`config.mk`:
```
export PLATFORM = sky130hd
export DESIGN_NAME = nrl_exec
export DESIGN_NICKNAME = d
export VERILOG_FILES = /design/src/design/nrl_pkg.sv /design/src/design/nrl_exec.sv
export SDC_FILE = /design/constraint.sdc
export NUM_CORES = 2
export LEC_CHECK = 0
export BUFFER_PORTS_ARGS = -buffer_cell sky130_fd_sc_hd__buf_2
export CORE_MARGIN = 2
export CORE_UTILIZATION = 45
export CTS_CLUSTER_DIAMETER = 120
export DETAILED_ROUTE_END_ITERATION = 8
export SKIP_CTS_REPAIR_TIMING = 1
export SLEW_MARGIN = 20
export SYNTH_ARGS = -nofsm -noshare
export SYNTH_HDL_FRONTEND = slang
export SYNTH_SLANG_ARGS = --single-unit
```
`constraint.sdc`:
```
create_clock -name clock -period 4.3 [get_ports clock]
set_input_delay 0.86 -clock clock [delete_from_list [all_inputs] [get_ports clock]]
set_output_delay 0.86 -clock clock [all_outputs]
set_load 0.02 [all_outputs]
```
`src/design/nrl_pkg.sv`:
```
package nrl_pkg;
  // ---------------------------------------------------------------
  // register byte offsets
  // ---------------------------------------------------------------
  localparam logic [9:0] REG_CMD     = 10'h000;  // command launch
  localparam logic [9:0] REG_STATUS  = 10'h004;  // busy, flags, result
  localparam logic [9:0] REG_RESULT  = 10'h008;  // result nibble and flags, writable
  localparam logic [9:0] REG_TABLE   = 10'h00c;  // look-up index pair
  localparam logic [9:0] MEM_BASE    = 10'h200;  // data memory window, one word a nibble

  // ---------------------------------------------------------------
  // command word fields
  // ---------------------------------------------------------------
  localparam int OP_LSB   = 0;   // 3-bit operation select
  localparam int ADDR_LSB = 4;   // 7-bit data memory address, low 4 bits pick a working reg
  localparam int IMM_LSB  = 12;  // 4-bit immediate

  // operation codes
  localparam logic [2:0] OP_TABLE_READ = 3'h0;
  localparam logic [2:0] OP_OR_MEM     = 3'h1;
  localparam logic [2:0] OP_OR_IMM     = 3'h2;
  localparam logic [2:0] OP_OR_MEM_WB  = 3'h3;
  localparam logic [2:0] OP_OR_IMM_WB  = 3'h4;
  localparam logic [2:0] OP_ROTATE     = 3'h5;

  // ---------------------------------------------------------------
  // status / result field positions
  // ---------------------------------------------------------------
  localparam int ST_BUSY  = 0;
  localparam int ST_ZERO  = 1;
  localparam int ST_CARRY = 2;
  localparam int ST_RESULT = 4;  // 4-bit result nibble
  localparam int RES_ZERO  = 4;  // zero flag in the result register
  localparam int RES_CARRY = 5;  // carry flag in the result register
  localparam int TAB_HIGH = 4;   // high index in the table register

  // ---------------------------------------------------------------
  // reset values and cycle counts
  // ---------------------------------------------------------------
  localparam logic [3:0] RESULT_RESET = 4'h0;
  localparam logic [3:0] INDEX_RESET = 4'h0;
  localparam logic [3:0] MEM_RESET   = 4'h0;
  localparam int TABLE_READ_CYCLES   = 2;
  localparam int SINGLE_CYCLES       = 1;
  localparam logic [7:0] LUT_SEED    = 8'h5a;  // arbitrary table content seed

  // execution states
  typedef enum logic [1:0] {
    EX_IDLE,
    EX_RUN,
    EX_TABLE_WRITE
  } nrl_state_t;
endpackage

```
`src/design/nrl_exec.sv`:
```
module nrl_exec (
  // clock and reset
  input  wire logic               clock,
  input  wire logic               rst,
  // ahb-lite slave
  input  wire logic               hsel,
  input  wire logic [31:0]        haddr,
  input  wire logic [1:0]         htrans,
  input  wire logic               hwrite,
  input  wire logic [2:0]         hsize,
  input  wire logic [31:0]        hwdata,
  input  wire logic               hready,
  output logic                    hreadyout,
  output logic [31:0]             hrdata,
  output logic                    hresp,
  // execution state
  output logic                    busy,
  output logic [3:0]              resultNibble,
  output logic                    zeroFlag,
  output logic                    carryFlag
);
  import nrl_pkg::*;

  // -----------------------------------------------------------------
  // functions
  // -----------------------------------------------------------------

  // zero test of a 4-bit result
  function automatic logic isZero(input logic [3:0] v);
    isZero = (v == 4'h0);
  endfunction

  // look-up rom content, constant table
  function automatic logic [3:0] lutRom(input logic [7:0] a);
    logic [7:0] t;
    t = a ^ LUT_SEED;
    lutRom = t[3:0] ^ t[7:4];
  endfunction

  // word address of working register w
  function automatic logic [6:0] wrAddr(input logic [3:0] w);
    wrAddr = {3'h0, w};
  endfunction

  // -----------------------------------------------------------------
  // state
  // -----------------------------------------------------------------
  logic [3:0]  mem_q [128];     // data memory
  logic [3:0]  mem_d [128];
  logic [3:0]  res_q,   res_d;    // result nibble register
  logic        zero_q,  zero_d;   // zero flag
  logic        carry_q, carry_d;  // carry flag
  logic [3:0]  lut_index_low_q, lut_index_low_d;  // lut index low
  logic [3:0]  lut_index_high_q, lut_index_high_d;  // lut index high
  logic [3:0]  lut_q,  lut_d;   // fetched table value
  logic [31:0] cmd_q,  cmd_d;   // latched command
  nrl_state_t  st_q,   st_d;    // execution state
  logic        busy_q, busy_d;  // busy output copy

  logic        wrPend_q, wrPend_d;  // write data phase pending
  logic        rdPend_q, rdPend_d;  // read data phase pending
  logic [9:0]  addr_q,  addr_d;     // captured byte address
  logic        rdy_q,   rdy_d;      // hreadyout
  logic [31:0] rdata_q, rdata_d;    // hrdata

  // bus strobes: accept feeds the bus group, wrDo the datapath
  logic        accept;   // address phase taken
  logic        wrDo;     // write data phase completes
  logic [2:0]  op;
  logic [6:0]  ra;
  logic [3:0]  imm;
  logic [3:0]  wa;

  assign accept = hsel & htrans[1] & hready;
  assign wrDo   = wrPend_q & hready;
  assign op     = cmd_q[OP_LSB +: 3];
  assign ra     = cmd_q[ADDR_LSB +: 7];
  assign imm    = cmd_q[IMM_LSB +: 4];
  assign wa     = cmd_q[ADDR_LSB +: 4];

  // -----------------------------------------------------------------
  // bus slave
  // -----------------------------------------------------------------

  // next values of the bus group: address capture, one read wait state
  always_comb begin
    wrPend_d = wrPend_q;
    rdPend_d = rdPend_q;
    addr_d   = addr_q;
    rdy_d    = rdy_q;
    rdata_d  = rdata_q;
    if (hready) begin
      // data phase ends, new address may be taken
      wrPend_d = accept & hwrite;
      rdPend_d = accept & ~hwrite;
      if (accept) begin
        addr_d = haddr[9:0];
      end
      // a read holds hreadyout low for one cycle
      if (accept && !hwrite) begin
        rdy_d = 1'b0;
      end
    end else if (rdPend_q) begin
      // read data lands with hreadyout
      rdy_d   = 1'b1;
      rdata_d = 32'h0;
      if (addr_q[9]) begin
        rdata_d[3:0] = mem_q[addr_q[8:2]];
      end else begin
        case (addr_q)
          REG_CMD: begin
            rdata_d = cmd_q;
          end
          REG_STATUS: begin
            rdata_d[ST_BUSY]        = busy_q;
            rdata_d[ST_ZERO]        = zero_q;
            rdata_d[ST_CARRY]       = carry_q;
            rdata_d[ST_RESULT +: 4] = res_q;
          end
          REG_RESULT: begin
            rdata_d[3:0]       = res_q;
            rdata_d[RES_ZERO]  = zero_q;
            rdata_d[RES_CARRY] = carry_q;
          end
          REG_TABLE: begin
            rdata_d[3:0]          = lut_index_low_q;
            rdata_d[TAB_HIGH +: 4] = lut_index_high_q;
          end
          // unmapped reads give zero
          default: begin
            rdata_d = 32'h0;
          end
        endcase
      end
    end
  end

  // bus group registers
  always_ff @(posedge clock) begin
    if (rst) begin
      wrPend_q <= 1'b0;
      rdPend_q <= 1'b0;
      addr_q   <= 10'h000;
      rdy_q    <= 1'b1;
      rdata_q  <= 32'h0;
    end else begin
      wrPend_q <= wrPend_d;
      rdPend_q <= rdPend_d;
      addr_q   <= addr_d;
      rdy_q    <= rdy_d;
      rdata_q  <= rdata_d;
    end
  end

  // -----------------------------------------------------------------
  // execution datapath
  // -----------------------------------------------------------------

  // next values of the datapath: bus writes while idle, then execution
  always_comb begin
    logic [3:0] r;
    r      = 4'h0;
    mem_d  = mem_q;
    res_d   = res_q;
    zero_d  = zero_q;
    carry_d = carry_q;
    lut_index_low_d = lut_index_low_q;
    lut_index_high_d = lut_index_high_q;
    lut_d  = lut_q;
    cmd_d  = cmd_q;
    st_d   = st_q;
    busy_d = busy_q;
    case (st_q)
      EX_IDLE: begin
        // software writes only take effect while idle
        if (wrDo) begin
          if (addr_q[9]) begin
            mem_d[addr_q[8:2]] = hwdata[3:0];
          end else begin
            case (addr_q)
              REG_CMD: begin
                cmd_d  = hwdata;
                st_d   = EX_RUN;
                busy_d = 1'b1;
              end
              REG_RESULT: begin
                res_d   = hwdata[3:0];
                zero_d  = hwdata[RES_ZERO];
                carry_d = hwdata[RES_CARRY];
              end
              REG_TABLE: begin
                lut_index_low_d = hwdata[3:0];
                lut_index_high_d = hwdata[TAB_HIGH +: 4];
              end
              // status and unmapped writes ignored
              default: begin
                st_d = EX_IDLE;
              end
            endcase
          end
        end
      end
      EX_RUN: begin
        st_d   = EX_IDLE;
        busy_d = 1'b0;
        case (op)
          OP_TABLE_READ: begin
            lut_d  = lutRom({lut_index_high_q, lut_index_low_q});
            st_d   = EX_TABLE_WRITE;
            busy_d = 1'b1;
          end
          OP_OR_MEM: begin
            r      = mem_q[ra] | res_q;
            res_d  = r;
            zero_d = isZero(r);
          end
          OP_OR_IMM: begin
            r      = mem_q[wrAddr(wa)] | imm;
            res_d  = r;
            zero_d = isZero(r);
          end
          OP_OR_MEM_WB: begin
            r         = mem_q[ra] | res_q;
            mem_d[ra] = r;
            res_d     = r;
            zero_d    = isZero(r);
          end
          OP_OR_IMM_WB: begin
            r                 = mem_q[wrAddr(wa)] | imm;
            mem_d[wrAddr(wa)] = r;
            res_d             = r;
            zero_d            = isZero(r);
          end
          OP_ROTATE: begin
            r         = {mem_q[ra][2:0], carry_q};
            carry_d   = mem_q[ra][3];
            mem_d[ra] = r;
            res_d     = r;
            zero_d    = isZero(r);
          end
          // unknown operations do nothing
          default: begin
            st_d = EX_IDLE;
          end
        endcase
      end
      EX_TABLE_WRITE: begin
        mem_d[ra] = lut_q;
        st_d      = EX_IDLE;
        busy_d    = 1'b0;
      end
      default: begin
        st_d   = EX_IDLE;
        busy_d = 1'b0;
      end
    endcase
  end

  // datapath registers
  always_ff @(posedge clock) begin
    if (rst) begin
      for (int i = 0; i < 128; i++) begin
        mem_q[i] <= MEM_RESET;
      end
      res_q   <= RESULT_RESET;
      zero_q  <= 1'b0;
      carry_q <= 1'b0;
      lut_index_low_q <= INDEX_RESET;
      lut_index_high_q <= INDEX_RESET;
      lut_q  <= 4'h0;
      cmd_q  <= 32'h0;
      st_q   <= EX_IDLE;
      busy_q <= 1'b0;
    end else begin
      mem_q  <= mem_d;
      res_q   <= res_d;
      zero_q  <= zero_d;
      carry_q <= carry_d;
      lut_index_low_q <= lut_index_low_d;
      lut_index_high_q <= lut_index_high_d;
      lut_q  <= lut_d;
      cmd_q  <= cmd_d;
      st_q   <= st_d;
      busy_q <= busy_d;
    end
  end

  // -----------------------------------------------------------------
  // outputs, all from flip-flops except hresp, which is tied to 0
  // -----------------------------------------------------------------
  assign hreadyout    = rdy_q;
  assign hrdata       = rdata_q;
  assign hresp        = 1'b0;
  assign busy         = busy_q;
  assign resultNibble = res_q;
  assign zeroFlag     = zero_q;
  assign carryFlag    = carry_q;
endmodule

```
# ---- Word-level counts from Yosys, hierarchy flattened
# Cells that the tools add are included.
dict set report classes {
  add_sub_neg 0
  mul 0
  div 0
  order_cmp 6
  eq_ne 20
  shifts 0
  n_mux 59
  bitwise 15
  reduce_logical 28
}
# cell count
set op_table {}
lappend op_table {{$pmux 512 s3} 2}
lappend op_table {{$bwmux 512} 5}
lappend op_table {{$mux 512} 2}
lappend op_table {{$bmux 4 s7} 3}
lappend op_table {{$demux 4 s7} 3}
lappend op_table {{$mux 4} 13}
lappend op_table {{$mux 28} 1}
lappend op_table {{$ge 8x8->1 const B} 3}
lappend op_table {{$lt 8x1->1 const B} 3}
lappend op_table {{$mux 24} 1}
lappend op_table {{$eq 10x4->1 const B} 2}
lappend op_table {{$not 7->8} 2}
lappend op_table {{$mux 1} 14}
lappend op_table {{$logic_not 4->1} 3}
lappend op_table {{$pmux 3 s4} 1}
lappend op_table {{$pmux 4 s3} 1}
lappend op_table {{$reduce_and 4->1} 3}
lappend op_table {{$eq 10x3->1 const B} 1}
lappend op_table {{$logic_not 10->1} 1}
lappend op_table {{$ne 2x2->1 const B} 5}
lappend op_table {{$reduce_and 5->1} 2}
lappend op_table {{$ne 4x4->1 const B} 2}
lappend op_table {{$not 4->8} 1}
lappend op_table {{$or 4x4->4} 2}
lappend op_table {{26 further kinds} 52}
dict set report totals {
  register_bits 610
  latchBits 0
  ramBits 0
  romBits 0
  inputBits 74
  output_inout_bits 41
  elab_cells 270
  memories 0
}

# ---- Longest topological paths before layout
dict set report depth {
  depth_word 9
  mapped_depth 16
  ltp_nobuf 9
}

# ---- Worst setup path after synthesis
# No wires, ideal clock.
dict set report synth_path {
  kind {reg-to-reg}
  from {reg addr_q[2]}
  to {reg rdata_q[0] (netlist: hrdata[0])}
  setup_time_ps 119
  arrival_time_ps 2941
  required_ps 4181
  setup_slack_ps 1239
  stages_incl_launch_ff 9
  n_path_buf 2
  synth_period_minus_slack_ps 3061
  path_cell_list {dfxtp_1 clkbuf_1 buf_1 mux4_2 mux4_2 mux4_2 mux2_2 nand2_1 a21oi_1}
}
dict set report synth_between {
  elab_chain_len 5
  elab_cells_between_ends 10
  classes_between {eq/ne: 3; mux: 5; bitwise: 1; reduce/logical: 1}
}
# item line
set synth_rtl {}
lappend synth_rtl {{from (decl)} nrl_exec.sv:62} ;# logic [9:0] addr_q, addr_d;
lappend synth_rtl {{from (signal assigned)} nrl_exec.sv:149} ;# addr_q <= addr_d;
lappend synth_rtl {{$not 7->8 (implied by the code)} nrl_exec.sv:108} ;# rdata_d[3:0] = mem_q[addr_q[8:2]];
lappend synth_rtl {{$bmux 4 s7} nrl_exec.sv:108}
lappend synth_rtl {{$mux 4 (implied by the code) (2 in a row)} nrl_exec.sv:108}
lappend synth_rtl {{$mux 4 (*)} nrl_exec.sv:107} ;# if (addr_q[9]) begin
lappend synth_rtl {{to (signal assigned)} nrl_exec.sv:151} ;# rdata_q <= rdata_d;
lappend synth_rtl {{to (decl)} nrl_exec.sv:64} ;# logic [31:0] rdata_q, rdata_d;
# Mark *: on every way between the ends. The rest lies on a longest branch, timed or not. The select of a mux whose other input is x is not followed.
# A chain may end at the register's enable or synchronous reset.

==> summary.md <==
| Metric | Value |
|---|---|
| Number of DRC markers in iteration 0 | `~11000` |
| Register share of total power | `40.8%` |
| Rows | `130` |
| Library cells used by synthesis | `77` |
| Count leader, synth | `nand2_1` |
| CP Capture Type | `flop` |
| Die Ht | `360 um` |
| Area of the multi-input gates | `0.0416 mm2` |
| Crit path cell chain | `buf_4 -> nor2b_1 -> a22oi_1 -> a31o_2 -> o22ai_1 -> nor4_4 -> buf_4 -> nor2_4 -> buf_4 -> a221oi_1 -> o31ai_1` |
| Count of warnings emitted by yosys | `0` |
| CTS sink count | `610` |
| Post-route minimum period | `4.34 ns` |
| Max-Cap Viols | `0` |
| Worst-path maximum fanout | `13` |
| Syn nets | `7598` |
| Ports | `between 100 and 150` |
| Port Buffers | `87` |
| Num CTS Buffers | `between 80 and 90` |
| Post-Syn Area | `0.0569 mm2` |
| Status | `complete, but fails checks` |
| DRC violations left | `0` |
| Pwr/cell area | `223 mW/mm2` |
| Clock buffer depth | `3` |
| Share of cells above drive strength 1 | `18.1%` |
| Post-synth top cells | `nand2_1 (1221), a21oi_1 (801), nor2_1 (673), dfxtp_1 (610), o21ai_0 (588)` |
| Gp weighted congestion | `0.994` |
| Dpl cell area | `0.0600 mm2` |
| Largest net degree at the start of global routing | `180` |
| GRT Resource Usage Total | `roughly two fifths` |
| Final TNS setup | `-0.117 ns` |
| Register area | `0.0123 mm2` |
| Final setup viols | `6` |
| Logic pwr share | `7.8%` |
| Crit-path most repeated cell | `buf_4` |
| Setup Skew | `~0.045 ns` |
| Final WL | `286000 um` |
| Worst hold margin | `0.380 ns` |
| H-tree depth | `3` |
| Slowest-stage cell, CP | `dfxtp_4` |
| Clk pin slew, worst setup/hold paths | `0.06 ns` |
| Starting density of the core | `45.4%` |
| 1st-pass router iterations | `9` |
| Synth top area cells | `dfxtp_1 (21%), mux4_2 (11%), nand2_1 (8.0%), a21oi_1 (7.0%), o21ai_0 (5.2%)` |
| DP HPWL | `171000 um` |
| Synth Instances | `around 7500` |
| Vias in the first global route | `approximately 61000` |
| Clock power share | `51.5%` |
| Power consumption | `14.0 mW` |
| Worst Tran Pin Value | `1.23 ns` |
| Fin. Hold Viols | `0` |
| Pre-CTS setup slack | `0.228 ns` |
| CP startpoint kind | `flop` |
| Worst path max stage delay | `0.66 ns` |
| Most used DFF post-synth | `dfxtp_1` |
| Total number of vias | `67500` |
| Post-synthesis register bit count | `610` |
| Async SR Flop Fraction | `0%` |
| Antenna-violating nets left | `0` |
| Reg-to-reg setup timing slack | `-0.04 ns` |
| Worst path arrival time | `4.94 ns` |
| CTS tree | `done` |
| RSZ-0062 raised after global routing | `false` |
| Sequential element share of the synthesized area | `21.4%` |
| Psw | `3.99 mW` |
| Cell accounting for the most synthesized area | `dfxtp_1` |
| Die area | `0.129 mm2` |
| Routed WL per cell | `31.8 um` |
| Placed cells | `slightly below 9000` |
| Final Cell Area | `0.0627 mm2` |
| Non-filler instance count after layout | `~9000` |
| DR vias/cell | `7.50` |
| Global-route wire length before repair | `414000 um` |
| Fin. max-slew vios | `0` |
| Core Box Area | `0.126 mm2` |
| Top-area cell type share of the netlist area | `21.4%` |
| Final core utilization | `50.0%` |
| Worst skew pair latency | `between 0.7 and 0.8 ns` |
| Die X | `360 um` |
| EDFF count, synth | `0` |
| Failing checks | `setup timing` |
| Sw Ratio | `28.6%` |
| Final nets | `7354` |
| Final critical-path share of the clock period | `101%` |
| WP data required | `approximately 4.9 ns` |
| Max Fclk | `0.230 GHz` |
| # fillers | `12100` |
| Layout area overhead | `10.1%` |
| Lkg Pwr | `20.4 nW` |
| Pint | `9.99 mW` |
| Critical path type | `reg2reg` |
| GR Overflow Total | `0` |
| Avg Cell Area, Syn | `7.57 um2` |
| Max rail drop VDD | `0.261 mV` |
| PnR worst setup slack | `-0.0396 ns` |
| Initial antenna violation count | `14` |
| Worst min path class | `in2reg` |
| CTS root buffer | `clkbuf_16` |
| Worst slew margin | `~18%` |
-- power groups by stage --
stage	Clock (mW)	Sequential, mW	Combinational [mW]
global route	7.40	5.70	1.09
floorplan	0	5.79	0.607
global placement	0	5.83	1.01
finish	7.20	5.70	1.08
detailed placement	0	5.83	1.01
CTS	7.19	5.70	1.02
-- worst paths after layout --
check,depth (start not counted),start,end
worst max-delay path,11,cmd_q[4],flop
worst max register to register,11,cmd_q[4],flop
worst min register to register,2,hreadyout,hreadyout
worst min-delay path,3,hwdata[28],cmd_q[28]
-- area by class of cell --
class / instances / share of cell area (%)
clock inverter: 25 / 0.465
timing repair buffer: 441 / 6.34
inverter: 40 / 0.251
multi-input combinational: 6101 / 66.3
sequential: 610 / 19.5
clock buffer: 122 / 3.77
antenna: 10 / 0.0399
tap: 1650 / 3.29
-- worst max-delay path, delay by kind of cell (launching register included) --
kind	cells	cell delay (ns)
compound gates	5	1.54
buf+inv	3	0.86
flops	1	0.66
simple gates	3	1.15
-- cells in the final DEF, fill, tap and decap left out, types with 123 or more instances in the layout --
cell type / count
nand2_1: 1216
a21oi_1: 801
nor2_1: 665
dfxtp_1: 595
o21ai_0: 587
buf_4: 284
nand3_1: 278
mux2i_1: 275
mux4_2: 272
mux2_2: 251
a22oi_1: 168
a31oi_1: 160
o2bb2ai_1: 126
o32ai_1: 123
-- cells by family (layout without fill, tap and decap cells) --
kind of cell | count (synthesis) | after routing | share of synthesized area, %
flip-flops | 610 | 610 | 21.4
XOR/XNOR | 4 | 4 | 0.0615
buffers and inverters | 809 | 628 | 6.00
other | 1 | 11 | 0.00658
adder cells (fa/ha/maj) | 4 | 4 | 0.0879
AND/OR/NAND/NOR | 2552 | 2552 | 19.4
AO/OA/AOI/OAI | 2741 | 2741 | 32.5
multiplexers | 799 | 799 | 20.6
-- per-layer routing --
layer,track usage (%),vias up,wire length (um)
met5,0.333,-,149
met4,27.8,16,22200
met3,13.6,1490,44800
met2,59.4,5853,115000
met1,54.1,32000,104000
li1,-,28200,-
(Power assumes the default switching activity.)
